File: config.mk
export PLATFORM = sky130hd
export DESIGN_NAME = pss_sequencer
export DESIGN_NICKNAME = d
export VERILOG_FILES = /design/src/inc/pss_pkg.sv /design/src/rtl/pss_stack_mem.sv /design/src/rtl/pss_sequencer.sv
export SDC_FILE = /design/constraint.sdc
export NUM_CORES = 1
export LEC_CHECK = 0
export BUFFER_PORTS_ARGS = -buffer_cell sky130_fd_sc_hd__buf_4
export CAP_MARGIN = 20
export CELL_PAD_IN_SITES_DETAIL_PLACEMENT = 0
export CELL_PAD_IN_SITES_GLOBAL_PLACEMENT = 1
export CORE_MARGIN = 2
export CORE_UTILIZATION = 49
export CTS_CLUSTER_DIAMETER = 40
export DETAILED_ROUTE_END_ITERATION = 6
export GPL_TIMING_DRIVEN = 1
export PLACE_DENSITY = 0.8
export RECOVER_POWER = 100
export REMOVE_ABC_BUFFERS = 1
export SYNTH_ARGS = -nofsm -noshare
export SYNTH_HDL_FRONTEND = slang
export SYNTH_HIERARCHICAL = 1
export SYNTH_SLANG_ARGS = --single-unit
File: constraint.sdc
create_clock -name core_clk -period 7.2 [get_ports core_clk]
set_input_delay 0.36 -clock core_clk [delete_from_list [all_inputs] [get_ports core_clk]]
set_output_delay 0.36 -clock core_clk [all_outputs]
set_load 0.03 [all_outputs]
File: src/inc/pss_pkg.sv
package pss_pkg;

  // ******************************************************************
  // Variant defaults
  // ******************************************************************
  localparam int PSS_PCW_DEF   = 12;   // Counter width: 10, 11 or 12
  localparam int PSS_DEPTH_DEF = 8;    // Return stack levels: 4 or 8
  localparam int PSS_IW_DEF    = 16;   // Instruction word width

  // ******************************************************************
  // Vectors and reset values
  // ******************************************************************
  localparam logic [11:0] PSS_RESET_VECTOR = 12'h000;
  localparam logic [11:0] PSS_INT_VECTOR   = 12'h004;
  localparam logic [7:0]  PSS_ACC_RESET    = 8'h00;
  localparam logic [15:0] PSS_NOP_WORD     = 16'h0000;

  // ******************************************************************
  // Register port offsets
  // ******************************************************************
  localparam logic [7:0] PSS_REG_PCL    = 8'h00;
  localparam logic [7:0] PSS_REG_STATUS = 8'h01;
  localparam logic [7:0] PSS_REG_ACC    = 8'h02;

  // ******************************************************************
  // Instruction word fields
  // ******************************************************************
  localparam int PSS_OPC_LSB  = 12;
  localparam int PSS_FUNC_LSB = 8;

  // Opcodes
  localparam logic [3:0] PSS_OP_NOP  = 4'h0;
  localparam logic [3:0] PSS_OP_ALU  = 4'h1;
  localparam logic [3:0] PSS_OP_SKZ  = 4'h2;
  localparam logic [3:0] PSS_OP_LDI  = 4'h3;
  localparam logic [3:0] PSS_OP_JMP  = 4'h4;
  localparam logic [3:0] PSS_OP_CALL = 4'h5;
  localparam logic [3:0] PSS_OP_RET  = 4'h6;
  localparam logic [3:0] PSS_OP_INTERRUPT_RETURN_INSTR = 4'h7;
  localparam logic [3:0] PSS_OP_WPCL = 4'h8;
  localparam logic [3:0] PSS_OP_RPCL = 4'h9;

  // Arithmetic unit functions
  localparam logic [3:0] PSS_FN_ADD = 4'h0;
  localparam logic [3:0] PSS_FN_ADC = 4'h1;
  localparam logic [3:0] PSS_FN_SUB = 4'h2;
  localparam logic [3:0] PSS_FN_SBC = 4'h3;
  localparam logic [3:0] PSS_FN_AND = 4'h4;
  localparam logic [3:0] PSS_FN_OR  = 4'h5;
  localparam logic [3:0] PSS_FN_XOR = 4'h6;
  localparam logic [3:0] PSS_FN_CPL = 4'h7;
  localparam logic [3:0] PSS_FN_RL  = 4'h8;
  localparam logic [3:0] PSS_FN_RLC = 4'h9;
  localparam logic [3:0] PSS_FN_RR  = 4'ha;
  localparam logic [3:0] PSS_FN_RRC = 4'hb;
  localparam logic [3:0] PSS_FN_INC = 4'hc;
  localparam logic [3:0] PSS_FN_DEC = 4'hd;
  localparam logic [3:0] PSS_FN_DAA = 4'he;

  // ******************************************************************
  // Types
  // ******************************************************************
  typedef enum logic [1:0] {PH_T1, PH_T2, PH_T3, PH_T4} pss_phase_type;

  // Status flags, carry in bit 0
  typedef struct packed {
    logic ov;
    logic z;
    logic ac;
    logic c;
  } pss_status_type;

  localparam pss_status_type PSS_STATUS_RESET = 4'h0;

  typedef struct packed {
    logic [7:0]     res;
    pss_status_type st;
  } pss_alu_res_type;

endpackage

File: src/rtl/pss_stack_mem.sv
`timescale 1ns/1ps
`default_nettype none

// ********************************************************************
// Return stack storage, registered read
// ********************************************************************
module pss_stack_mem #(
  parameter int DEPTH = 8,
  parameter int WIDTH = 12,
  parameter int AW    = 3
) (
  // Clock
  input  wire logic             core_clk,
  // Write side
  input  wire logic             wr_en,
  input  wire logic [AW-1:0]    wr_addr,
  input  wire logic [WIDTH-1:0] wr_data,
  // Read side
  input  wire logic [AW-1:0]    rd_addr,
  output logic      [WIDTH-1:0] rd_data
);

  logic [WIDTH-1:0] mem [DEPTH];

  // No reset on storage; the level count tells which entries are live
  always_ff @(posedge core_clk) begin
    if (wr_en) begin
      mem[wr_addr] <= wr_data;
    end
    rd_data <= mem[rd_addr];
  end

endmodule

`default_nettype wire

File: src/rtl/pss_sequencer.sv
// Design decisions made here: the strobed register port and the address map.
`timescale 1ns/1ps
`default_nettype none

module pss_sequencer
  import pss_pkg::*;
#(
  parameter int PCW   = PSS_PCW_DEF,
  parameter int DEPTH = PSS_DEPTH_DEF,
  parameter int IW    = PSS_IW_DEF
) (
  // Clock and reset
  input  wire logic           core_clk,
  input  wire logic           rst,
  // Program memory
  output logic      [PCW-1:0] prog_addr,
  input  wire logic [IW-1:0]  prog_data,
  // Interrupt logic
  input  wire logic           int_req,
  input  wire logic           int_enable,
  output logic                int_ack,
  output logic                int_return,
  // Register port
  input  wire logic [7:0]     reg_addr,
  input  wire logic [7:0]     reg_wdata,
  input  wire logic           reg_wr,
  input  wire logic           reg_rd,
  output logic      [7:0]     reg_rdata,
  // Phase and state
  output logic      [3:0]     instruction_phase_clocks,
  output logic                stack_full
);

  // ******************************************************************
  // Local sizes
  // ******************************************************************
  localparam int AW = (DEPTH > 1) ? $clog2(DEPTH) : 1;
  localparam logic [AW-1:0] TOP_LAST = AW'(DEPTH - 1);
  localparam logic [AW:0]   LVL_FULL = (AW + 1)'(DEPTH);

  // ******************************************************************
  // Arithmetic helpers
  // ******************************************************************

  // Nine-bit add with carry in, used by add, subtract, inc and dec
  function automatic logic [8:0] add9(input logic [7:0] a,
                                      input logic [7:0] b,
                                      input logic       cin);
    add9 = {1'b0, a} + {1'b0, b} + {8'h00, cin};
  endfunction

  // Carry out of the low nibble
  function automatic logic nib_carry(input logic [7:0] a,
                                     input logic [7:0] b,
                                     input logic       cin);
    logic [4:0] s;
    s = {1'b0, a[3:0]} + {1'b0, b[3:0]} + {4'h0, cin};
    nib_carry = s[4];
  endfunction

  // Eight-bit unit; carry set means no borrow on subtract
  function automatic pss_alu_res_type alu(input logic [3:0]     fn,
                                          input logic [7:0]     a,
                                          input logic [7:0]     b,
                                          input pss_status_type st);
    pss_alu_res_type r;
    logic [7:0]      bb;
    logic            cin;
    logic [8:0]      s;
    logic [8:0]      d;
    r     = '{res: 8'h00, st: st};
    bb    = b;
    cin   = 1'b0;
    s     = 9'h000;
    d     = {1'b0, a};
    case (fn)
      PSS_FN_ADD, PSS_FN_ADC, PSS_FN_SUB, PSS_FN_SBC: begin
        bb   = (fn == PSS_FN_SUB || fn == PSS_FN_SBC) ? ~b : b;
        cin  = (fn == PSS_FN_ADD) ? 1'b0 : (fn == PSS_FN_SUB) ? 1'b1 : st.c;
        s    = add9(a, bb, cin);
        r.res = s[7:0];
        r.st.c  = s[8];
        r.st.ac = nib_carry(a, bb, cin);
        r.st.ov = (a[7] == bb[7]) && (s[7] != a[7]);
      end
      PSS_FN_AND: r.res = a & b;
      PSS_FN_OR:  r.res = a | b;
      PSS_FN_XOR: r.res = a ^ b;
      PSS_FN_CPL: r.res = ~a;
      PSS_FN_RL:  r.res = {a[6:0], a[7]};
      PSS_FN_RR:  r.res = {a[0], a[7:1]};
      PSS_FN_RLC: begin
        r.res  = {a[6:0], st.c};
        r.st.c = a[7];
      end
      PSS_FN_RRC: begin
        r.res  = {st.c, a[7:1]};
        r.st.c = a[0];
      end
      PSS_FN_INC: begin
        s     = add9(a, 8'h01, 1'b0);
        r.res = s[7:0];
      end
      PSS_FN_DEC: begin
        s     = add9(a, 8'hff, 1'b0);
        r.res = s[7:0];
      end
      PSS_FN_DAA: begin
        // Carry only ever sets here, it is never cleared by the adjust
        if (a[3:0] > 4'h9 || st.ac) begin
          d = d + 9'h006;
        end
        if (d[8:4] > 5'h09 || st.c) begin
          d = d + 9'h060;
        end
        r.res  = d[7:0];
        r.st.c = st.c | d[8];
      end
      default: r.res = a;
    endcase
    // Rotates, with or without carry, leave zero alone; all others refresh it
    if (fn != PSS_FN_RL && fn != PSS_FN_RR && fn != PSS_FN_RLC && fn != PSS_FN_RRC) begin
      r.st.z = (r.res == 8'h00);
    end
    alu = r;
  endfunction

  // ******************************************************************
  // State
  // ******************************************************************
  pss_phase_type    ph_r, ph_nxt;
  logic [PCW-1:0]   pc_r, pc_nxt;
  logic [IW-1:0]    ir_r, ir_nxt;
  logic [7:0]       acc_r, acc_nxt;
  pss_status_type   status_r, status_nxt;
  logic [AW-1:0]    top_r, top_nxt;
  logic [AW:0]      lvl_r, lvl_nxt;
  logic             int_pend_r, int_pend_nxt;
  logic             pcl_pend_r, pcl_pend_nxt;
  logic [7:0]       pcl_val_r, pcl_val_nxt;
  logic             int_ack_r;
  logic             int_ret_r;
  logic [3:0]       phase_r;
  logic [7:0]       rdata_r;
  logic [PCW-1:0]   stk_rdata;

  // ******************************************************************
  // Phase sequencing
  // ******************************************************************

  // INSTRUCTION_PHASE_CLOCKS repeat; the commit edge closes T4
  assign ph_nxt = (ph_r == PH_T4) ? PH_T1 : pss_phase_type'(ph_r + 2'd1);
  wire   commit = (ph_r == PH_T4);

  // ******************************************************************
  // Decode of the word in execution
  // ******************************************************************

  // The word in ir_r was fetched last cycle and executes now
  wire [3:0] opc = ir_r[PSS_OPC_LSB +: 4];
  wire [3:0] fn  = ir_r[PSS_FUNC_LSB +: 4];
  wire [7:0] imm = ir_r[7:0];
  wire [PCW-1:0] target = ir_r[PCW-1:0];

  wire is_alu  = (opc == PSS_OP_ALU) || (opc == PSS_OP_SKZ);
  wire is_jump = (opc == PSS_OP_JMP);
  wire is_call = (opc == PSS_OP_CALL);
  wire is_interrupt_return_instr = (opc == PSS_OP_INTERRUPT_RETURN_INSTR);
  wire is_ret  = (opc == PSS_OP_RET) || is_interrupt_return_instr;
  wire is_wpcl = (opc == PSS_OP_WPCL);
  wire is_rpcl = (opc == PSS_OP_RPCL);
  wire is_ldi  = (opc == PSS_OP_LDI);

  // Accumulator and immediate through the unit
  wire pss_alu_res_type alu_out = alu(fn, acc_r, imm, status_r);

  // Skip decision comes from the unit's zero result
  wire skip_take = (opc == PSS_OP_SKZ) && (alu_out.res == 8'h00);

  // Any instruction that changes the counter other than by the plain increment
  wire branch_instr = is_jump || is_call || is_ret || is_wpcl;

  // ******************************************************************
  // Software low-byte writes
  // ******************************************************************

  // Held until a commit where no branch of its own competes
  wire       bus_wr_pcl = reg_wr && (reg_addr == PSS_REG_PCL);
  wire       pcl_req    = pcl_pend_r || bus_wr_pcl;
  wire [7:0] pcl_val    = bus_wr_pcl ? reg_wdata : pcl_val_r;
  wire       pcl_apply  = commit && pcl_req && !branch_instr;

  assign pcl_pend_nxt = bus_wr_pcl ? !pcl_apply : (pcl_pend_r && !pcl_apply);
  assign pcl_val_nxt  = bus_wr_pcl ? reg_wdata : pcl_val_r;

  // ******************************************************************
  // Interrupt acceptance
  // ******************************************************************

  // Taken only between plain instructions, and never onto a full stack
  wire full     = (lvl_r == LVL_FULL);
  wire int_take = commit && int_pend_r && int_enable && !full
                  && !branch_instr && !skip_take && !pcl_req;

  // Request recorded even while full; a new request beats the clear
  assign int_pend_nxt = int_req || (int_pend_r && !int_take);

  // ******************************************************************
  // Return stack pointer
  // ******************************************************************
  wire push = commit && (is_call || int_take);
  wire pop  = commit && is_ret;

  wire [AW-1:0] top_inc = (top_r == TOP_LAST) ? '0 : top_r + AW'(1);
  wire [AW-1:0] top_dec = (top_r == '0) ? TOP_LAST : top_r - AW'(1);

  // A full push wraps and overwrites the oldest, level stays at depth
  assign top_nxt = push ? top_inc
                 : (pop && lvl_r != '0) ? top_dec
                 : top_r;
  assign lvl_nxt = push ? (full ? lvl_r : lvl_r + (AW + 1)'(1))
                 : (pop && lvl_r != '0) ? lvl_r - (AW + 1)'(1)
                 : lvl_r;

  // Storage has no software path; it sees only counter values
  pss_stack_mem #(
    .DEPTH (DEPTH),
    .WIDTH (PCW),
    .AW    (AW)
  ) u_stack (
    .core_clk (core_clk),
    .wr_en    (push),
    .wr_addr  (top_r),
    .wr_data  (pc_r),
    .rd_addr  (top_dec),
    .rd_data  (stk_rdata)
  );

  // ******************************************************************
  // Next program counter
  // ******************************************************************

  // Page kept on low-byte writes; only eight bits are ever replaced
  wire [PCW-1:0] pc_inc  = pc_r + PCW'(1);
  wire [PCW-1:0] pc_page = {pc_r[PCW-1:8], acc_r};
  wire [PCW-1:0] pc_bus  = {pc_r[PCW-1:8], pcl_val};

  assign pc_nxt = !commit      ? pc_r
                : (is_jump || is_call) ? target
                : is_ret       ? stk_rdata
                : is_wpcl      ? pc_page
                : pcl_apply    ? pc_bus
                : int_take     ? PCW'(PSS_INT_VECTOR)
                : pc_inc;

  // ******************************************************************
  // Prefetch register
  // ******************************************************************

  // Any redirect throws the prefetched word away, giving the dummy cycle
  wire flush = branch_instr || skip_take || pcl_apply || int_take;

  assign ir_nxt = !commit ? ir_r
                : flush   ? IW'(PSS_NOP_WORD)
                : prog_data;

  // ******************************************************************
  // Accumulator and status
  // ******************************************************************

  // Executing instruction wins over a same-cycle software write
  wire bus_wr_acc = reg_wr && (reg_addr == PSS_REG_ACC);

  assign acc_nxt = (commit && is_alu)  ? alu_out.res
                 : (commit && is_ldi)  ? imm
                 : (commit && is_rpcl) ? pc_r[7:0]
                 : bus_wr_acc          ? reg_wdata
                 : acc_r;
  assign status_nxt = (commit && is_alu) ? alu_out.st : status_r;

  // ******************************************************************
  // Register read path
  // ******************************************************************

  // Only the low byte of the counter appears; unmapped reads give zero
  wire [7:0] rd_mux = (reg_addr == PSS_REG_PCL)    ? pc_r[7:0]
                    : (reg_addr == PSS_REG_STATUS) ? {4'h0, status_r}
                    : (reg_addr == PSS_REG_ACC)    ? acc_r
                    : 8'h00;

  // ******************************************************************
  // Registers
  // ******************************************************************

  // Phase and pipeline
  always_ff @(posedge core_clk) begin
    if (rst) begin
      ph_r <= PH_T1;
      pc_r <= PCW'(PSS_RESET_VECTOR);
      ir_r <= IW'(PSS_NOP_WORD);
    end else begin
      ph_r <= ph_nxt;
      pc_r <= pc_nxt;
      ir_r <= ir_nxt;
    end
  end

  // Data path
  always_ff @(posedge core_clk) begin
    if (rst) begin
      acc_r    <= PSS_ACC_RESET;
      status_r <= PSS_STATUS_RESET;
    end else begin
      acc_r    <= acc_nxt;
      status_r <= status_nxt;
    end
  end

  // Stack pointer, empty after reset
  always_ff @(posedge core_clk) begin
    if (rst) begin
      top_r <= '0;
      lvl_r <= '0;
    end else begin
      top_r <= top_nxt;
      lvl_r <= lvl_nxt;
    end
  end

  // Pending requests
  always_ff @(posedge core_clk) begin
    if (rst) begin
      int_pend_r <= 1'b0;
      pcl_pend_r <= 1'b0;
      pcl_val_r  <= 8'h00;
    end else begin
      int_pend_r <= int_pend_nxt;
      pcl_pend_r <= pcl_pend_nxt;
      pcl_val_r  <= pcl_val_nxt;
    end
  end

  // Outputs, one-hot phase follows the phase counter
  always_ff @(posedge core_clk) begin
    if (rst) begin
      phase_r   <= 4'h1;
      int_ack_r <= 1'b0;
      int_ret_r <= 1'b0;
      rdata_r   <= 8'h00;
    end else begin
      phase_r   <= 4'h1 << ph_nxt;
      int_ack_r <= int_take;
      int_ret_r <= commit && is_interrupt_return_instr;
      rdata_r   <= reg_rd ? rd_mux : 8'h00;
    end
  end

  // ******************************************************************
  // Port drive
  // ******************************************************************
  assign prog_addr                = pc_r;
  assign int_ack                  = int_ack_r;
  assign int_return               = int_ret_r;
  assign reg_rdata                = rdata_r;
  assign instruction_phase_clocks = phase_r;
  assign stack_full               = full;

endmodule

`default_nettype wire

# [After elaboration in Yosys (flattened, before gate mapping)]
# Memories as Yosys holds them, arrays and structs flattened. A register that Yosys moved wholly into a read port is not among the register bits.
# Cells that the tools add are included.
# Widths: inputs -> output; s select.
[totals] word_cells=173 mem_bits_ro=0 register_bits=73 latch_bits=0 ram_bits=96 out_inout_bits=27 memories=1 in_bits=38
[op_classes] n_div=0 reduce_logical=59 magnitude_cmp=2 n_eq_ne=37 shifts=1 add_sub_neg=14 mul=0 mux=34 n_bitwise=7
[mem_list] memory="u_stack.mem" depth=8 width=12 read_ports=1 rd_clocked_by_memory_dff=1 wr=1 line_no="pss_stack_mem.sv:23" text="logic [WIDTH-1:0] mem [DEPTH];"
[ops] operator="$pmux 8 s12" n=1
[ops] operator="$mux 8" n=9
[ops] operator="$mux 12" n=5
[ops] operator="$eq 4x4->1 const B" n=10
[ops] operator="$mux 9" n=4
[ops] operator="$eq 4x3->1 const B" n=8
[ops] operator="$logic_and 1x1->1" n=24
[ops] operator="$eq 4x2->1 const B" n=4
[ops] operator="$logic_not 8->1" n=2
[ops] operator="$mux 16" n=1
[ops] operator="$ne 4x4->1 const B" n=4
[ops] operator="$not 8->8" n=2
[ops] operator="$logic_or 1x1->1" n=14
[ops] operator="$add 12x1->12 const B" n=1
[ops] operator="$mux 3" n=4
[ops] operator="$mux 4" n=3
[ops] operator="$reduce_bool 4->1" n=3
[ops] operator="$add 8x3->9 const B" n=1
[ops] operator="$add 8x8->9" n=1
[ops] operator="$add 9x1->9" n=1
[ops] operator="$add 9x7->9 const B" n=1
[ops] operator="$add 8x1->8 const B" n=1
[ops] operator="$add 8x8->8 const B" n=1
[ops] operator="$and 8x8->8" n=1
[ops] operator="34 further kinds" n=48

# [Longest topological paths before layout]
[logic_depth] ltp_word=19 ltp_mapped=25

# [Cells and area by module]
# Netlist, hierarchy kept.
[by_module_without_submodules] mod="pss_sequencer" instances=1 area_each_um2=6037.0 cells_per_inst=770
[by_module_without_submodules] mod="pss_stack_mem" instances=1 area_each_um2=3987.6 cells_per_inst=164

# [Least setup slack after synthesis]
# No wires, ideal clock.
[synth_timing] path_kind="register to register" startpoint="register ir_r[10]" endpoint="register lvl_r[3]" arrival_time_ps=5338 period_less_slack_ps=5460 required_ps=7078 path_slack_ps=1740 path_buffers=1 path_stages_with_launch=24 path_cell_list="dfxtp_1 or2_2 clkbuf_1 nor2_1 xnor2_1 fa_1 fa_1 xnor2_1 a2bb2oi_1 o22ai_1 a211oi_1 nand4_1 or4b_4 nor4b_4 nor2_1 inv_1 ha_1 a21o_1 a21oi_1 nor2b_1 a21oi_1 a21oi_1 nor2_1 o311a_1"
[synth_via] elab_chain_cells=15 word_cells_on_any_way=34
[synth_lines] item="start: declaration" line_no="pss_sequencer.sv:133" text="logic [IW-1:0] ir_r, ir_nxt;"
[synth_lines] item="start signal: assignment" line_no="pss_sequencer.sv:300" text="ir_r <= IW'(PSS_NOP_WORD);"
[synth_lines] item="start signal: assignment" line_no="pss_sequencer.sv:304" text="ir_r <= ir_nxt;"
[synth_lines] item="$eq 4x2->1, on equally long branches" line_no="pss_sequencer.sv:76, pss_sequencer.sv:78, pss_sequencer.sv:79"
[synth_lines] item="$logic_or 1x1->1" line_no="pss_sequencer.sv:78" text="bb = (fn == PSS_FN_SUB || fn == PSS_FN_SBC) ? ~b : b;"
[synth_lines] item="$mux 8" line_no="pss_sequencer.sv:78"
[synth_lines] item="$add 8x8->9" line_no="pss_sequencer.sv:49" text="add9 = {1'b0, a} + {1'b0, b} + {8'h00, cin};"
[synth_lines] item="$add 9x1->9" line_no="pss_sequencer.sv:49"
[synth_lines] item="$pmux 8 s12 *" line_no="pss_sequencer.sv:76" text="case (fn)"
[synth_lines] item="$logic_not 8->1 *" line_no="pss_sequencer.sv:178" text="wire skip_take = (opc == PSS_OP_SKZ) && (alu_out.res == 8'h00);"
[synth_lines] item="$logic_and 1x1->1 *" line_no="pss_sequencer.sv:178"
[synth_lines] item="$logic_not 1->1 *" line_no="pss_sequencer.sv:203" text="&& !branch_instr && !skip_take && !pcl_req;"
[synth_lines] item="$logic_and 1x1->1 * (2 in series)" line_no="pss_sequencer.sv:203"
[synth_lines] item="$logic_or 1x1->1 *" line_no="pss_sequencer.sv:211" text="wire push = commit && (is_call || int_take);"
[synth_lines] item="$logic_and 1x1->1 *" line_no="pss_sequencer.sv:211"
[synth_lines] item="via push" line_no="pss_sequencer.sv:211"
[synth_lines] item="$ne 2x2->1 (no source line) / $reduce_bool 2->1 (equally long branches)"
[synth_lines] item="$reduce_and 2->1 (no source line)"
[synth_lines] item="end signal: assignment" line_no="pss_sequencer.sv:326" text="lvl_r <= lvl_nxt;"
[synth_lines] item="end: declaration" line_no="pss_sequencer.sv:137" text="logic [AW:0] lvl_r, lvl_nxt;"
# Mark *: on every way through the listed nets, which the timed path passes. The rest lies on a longest branch.
# A chain may end at the register's enable or synchronous reset.

# [Worst setup path in the final report]
# Ends and elaborated chain as after synthesis.

==> metrics.txt <==
worst path buffer plus inverter count 1; Pre-antenna DRT Iters 7; FFs w/ async S/R, synth 0%; Post-CTS Setup Inserts 0; crit-path max cell delay 0.70 ns; final setup violation count 0; MaxCap Viol Count 1; share of layout cells above drive strength 1 12.1%; Max Clock Freq 0.164 GHz; GP Congestion 0.960; failing checks max-capacitance violations, max-slew violations; CTS Buf Count 17; Placed Area 0.0108 mm2; required time of the worst setup path 7.53 ns; grt met1 use 39.6%; fin crit period 6.11 ns; FF-to-FF path depth 22; Post-CTS Resized 0; Fin. Hold Viols 0; DP HPWL 19900 um; CTS Root Buffer Type clkbuf_16; Unique masters post-synth 77; P_leak 4.11 nW; Main synth FF type edfxtp_1; vias in the first global route 7508; post-route ant nets 0; max-slew violation count 51; HP Start prog_data[2]; GR peak layer met2; crit path capture type flop; Slowest-stage cell, CP or4b_1; grt met3 use 4.01%; startpoint types flop; clock sink count 181; worst-path fanout max 8; Pwr Total 2.27 mW; Syn-to-layout area delta 12.1%; port buffer count 64; Via density 6.25; worst r2r src ir_r[10]; core area 0.0202 mm2; Die H 147 um; I/O pins 65; final core occ 55.7%; via count 7919; warnings from Yosys 6; critical path cell sequence or2_0, nor2_1, xnor2_1, fa_1, fa_1, xnor2_1, a2bb2oi_1, o22ai_1, a211oi_1, nand4_1, or4b_1, nor4b_4, nor2_1, inv_1, ha_1, a21o_1, a21oi_1, nor2b_1, a21oi_1, a21oi_1, nor2_1, o311a_1; post-synthesis sequential area ratio 45.7%; Worst Hold End ir_r[2]; site row count 52; Worst-path clk slew 0.07 ns; outcome complete, but fails checks; DIE WIDTH 147 um; RSZ-0062 raised after global routing no; setup TNS 0 ns; Worst R2R Setup Slack 1.09 ns; DR WL/cell 22.9 um; WL final 29000 um; first-pass GRT wire length 44800 um; Worst Tran Pin Value 2.76 ns; post-place setup slack 1.41 ns; hold-fix buffers at CTS 0; Finished Layout Cells 1268; Post-synth EDFFs 96; Clock Path Buffers 2; Slew headroom -83.9%; Layout Nets 1066; H-tree levels 4; number of antenna violations at the first check in global routing 0; post-synthesis register bit count 181; reg2reg end lvl_r[3]; fin crit share 84.9%; 1st-iter DRT viols 742; peak supply drop 0.215 mV; CP delay by family, top simple AND/OR/NAND/NOR gates; total inserted antenna cells 0; CTS tree done; Mapped Area 0.0100 mm2; clock latency on the worst-skew pair 0.43 ns; # DRC 0; Cells after DPL 1235; Syn Area/Cell 10.7 um2; Cells after Synth 934; total gr overflow 0; largest net degree at the start of global routing 51; hold depth 2; Worst Skew 0.00767 ns; Crit Path Class flop to flop; Initial Util 49.7%; Critical Path AT 6.44 ns; Hold Path Class input pin to flop; Die ar. 0.0216 mm2; design area 0.0112 mm2; PwrDens 202 mW/mm2; GR met2 Demand/Resource 42.4%; Final WS setup 1.09 ns; final hold slack 0.130 ns; All-Layer GR Usage 27.3%
[flip-flops by register name, summed over array words and instances (netlist names)]
signal                    count
acc_r                         8
instruction_phase_clocks      4
int_ack                       1
int_pend_r                    1
int_return                    1
ir_r                         16
lvl_r                         4
pcl_pend_r                    1
pcl_val_r                     8
ph_r                          2
prog_addr                    12
reg_rdata                     8
status_r                      4
top_r                         3
u_stack/mem                  96
u_stack/rd_data              12
[metal layers]
layer  routed length (um)  share of wire [%]
met1                13000                 45
met2                13400                 46
met3                 1930                6.6
met4                  722                2.5
met5                    0                  0
[cell families (layout without fill, tap and decap cells)]
family          count (synthesis)  count (layout)  synth area share (%)
xor+xnor                       27              27                  2.36
mux                            77              77                  11.7
compound gates                230             230                  16.2
buf+inv                        95             159                  4.07
fa+ha+maj                      43              43                  5.67
flops                         181             181                  45.7
simple gates                  281             281                  14.3
[final cells by class]
cell class	instances	area, um2
inverters	35	131
repair buffers	92	541
flip-flops and latches	181	4580
fillers	1818	8940
clock inverters	14	161
well taps	270	338
clock buffers	18	439
multi-input cells	658	5040
[worst register-to-register path, cell delays in order (launching register included)]
cell and delay (ns):
dfxtp_1 0.31, or2_0 0.35, nor2_1 0.65, xnor2_1 0.18, fa_1 0.48, fa_1 0.42, xnor2_1 0.15, a2bb2oi_1 0.17
o22ai_1 0.09, a211oi_1 0.26, nand4_1 0.17, or4b_1 0.70, nor4b_4 0.38, nor2_1 0.17, inv_1 0.15, ha_1 0.24
a21o_1 0.18, a21oi_1 0.22, nor2b_1 0.23, a21oi_1 0.06, a21oi_1 0.16, nor2_1 0.05, o311a_1 0.23
[worst max-delay path by stage]
stage,startpoint,endpoint,cells past startpoint
2_1_floorplan,ir_r[9],lvl_r[3],22
3_3_place_gp,ir_r[10],lvl_r[3],22
3_5_place_dp,ir_r[10],lvl_r[3],22
4_1_cts,ir_r[10],lvl_r[3],22
5_1_grt,ir_r[10],lvl_r[3],22
6_report,ir_r[10],lvl_r[3],22
[layout by cell type, fill, tap and decap left out, drive strengths merged, types with 11 or more instances in the layout]
| cell type | count |
|---|---|
| a211oi | 34 |
| a21oi | 44 |
| a22o | 16 |
| buf | 51 |
| clkbuf | 59 |
| dfxtp | 85 |
| edfxtp | 96 |
| ha | 39 |
| inv | 41 |
| mux2 | 17 |
| mux2i | 36 |
| mux4 | 24 |
| nand2 | 44 |
| nand2b | 17 |
| nand3 | 25 |
| nor2 | 94 |
| nor3 | 28 |
| o211ai | 14 |
| o21ai | 39 |
| o22ai | 11 |
| xnor2 | 21 |
[cells in the mapped netlist (14+ instances only)]
cell / n / area share [%]
nor3_1: 28 / 1.4
nor2_1: 94 / 3.5
ha_1: 39 / 4.9
mux4_1: 21 / 5.5
nand2_1: 44 / 1.6
nand3_1: 25 / 1.2
a21oi_1: 44 / 2.2
a22o_1: 16 / 1.4
o21ai_0: 35 / 1.7
a211oi_1: 32 / 2.4
inv_1: 33 / 1.2
mux2i_1: 36 / 3.6
dfxtp_1: 85 / 17
clkbuf_1: 38 / 1.4
xnor2_1: 21 / 1.8
o211ai_1: 14 / 1.0
mux2_2: 17 / 1.9
nand2b_1: 17 / 1.1
edfxtp_1: 96 / 29
[report_power, final]
group | switching (mW) | internal [mW]
combinational | 0.121 | 0.0709
clock | 0.438 | 0.502
sequential | 0.0339 | 1.10
total | 0.594 | 1.67
Note: power is estimated with default switching activity, not from simulation.
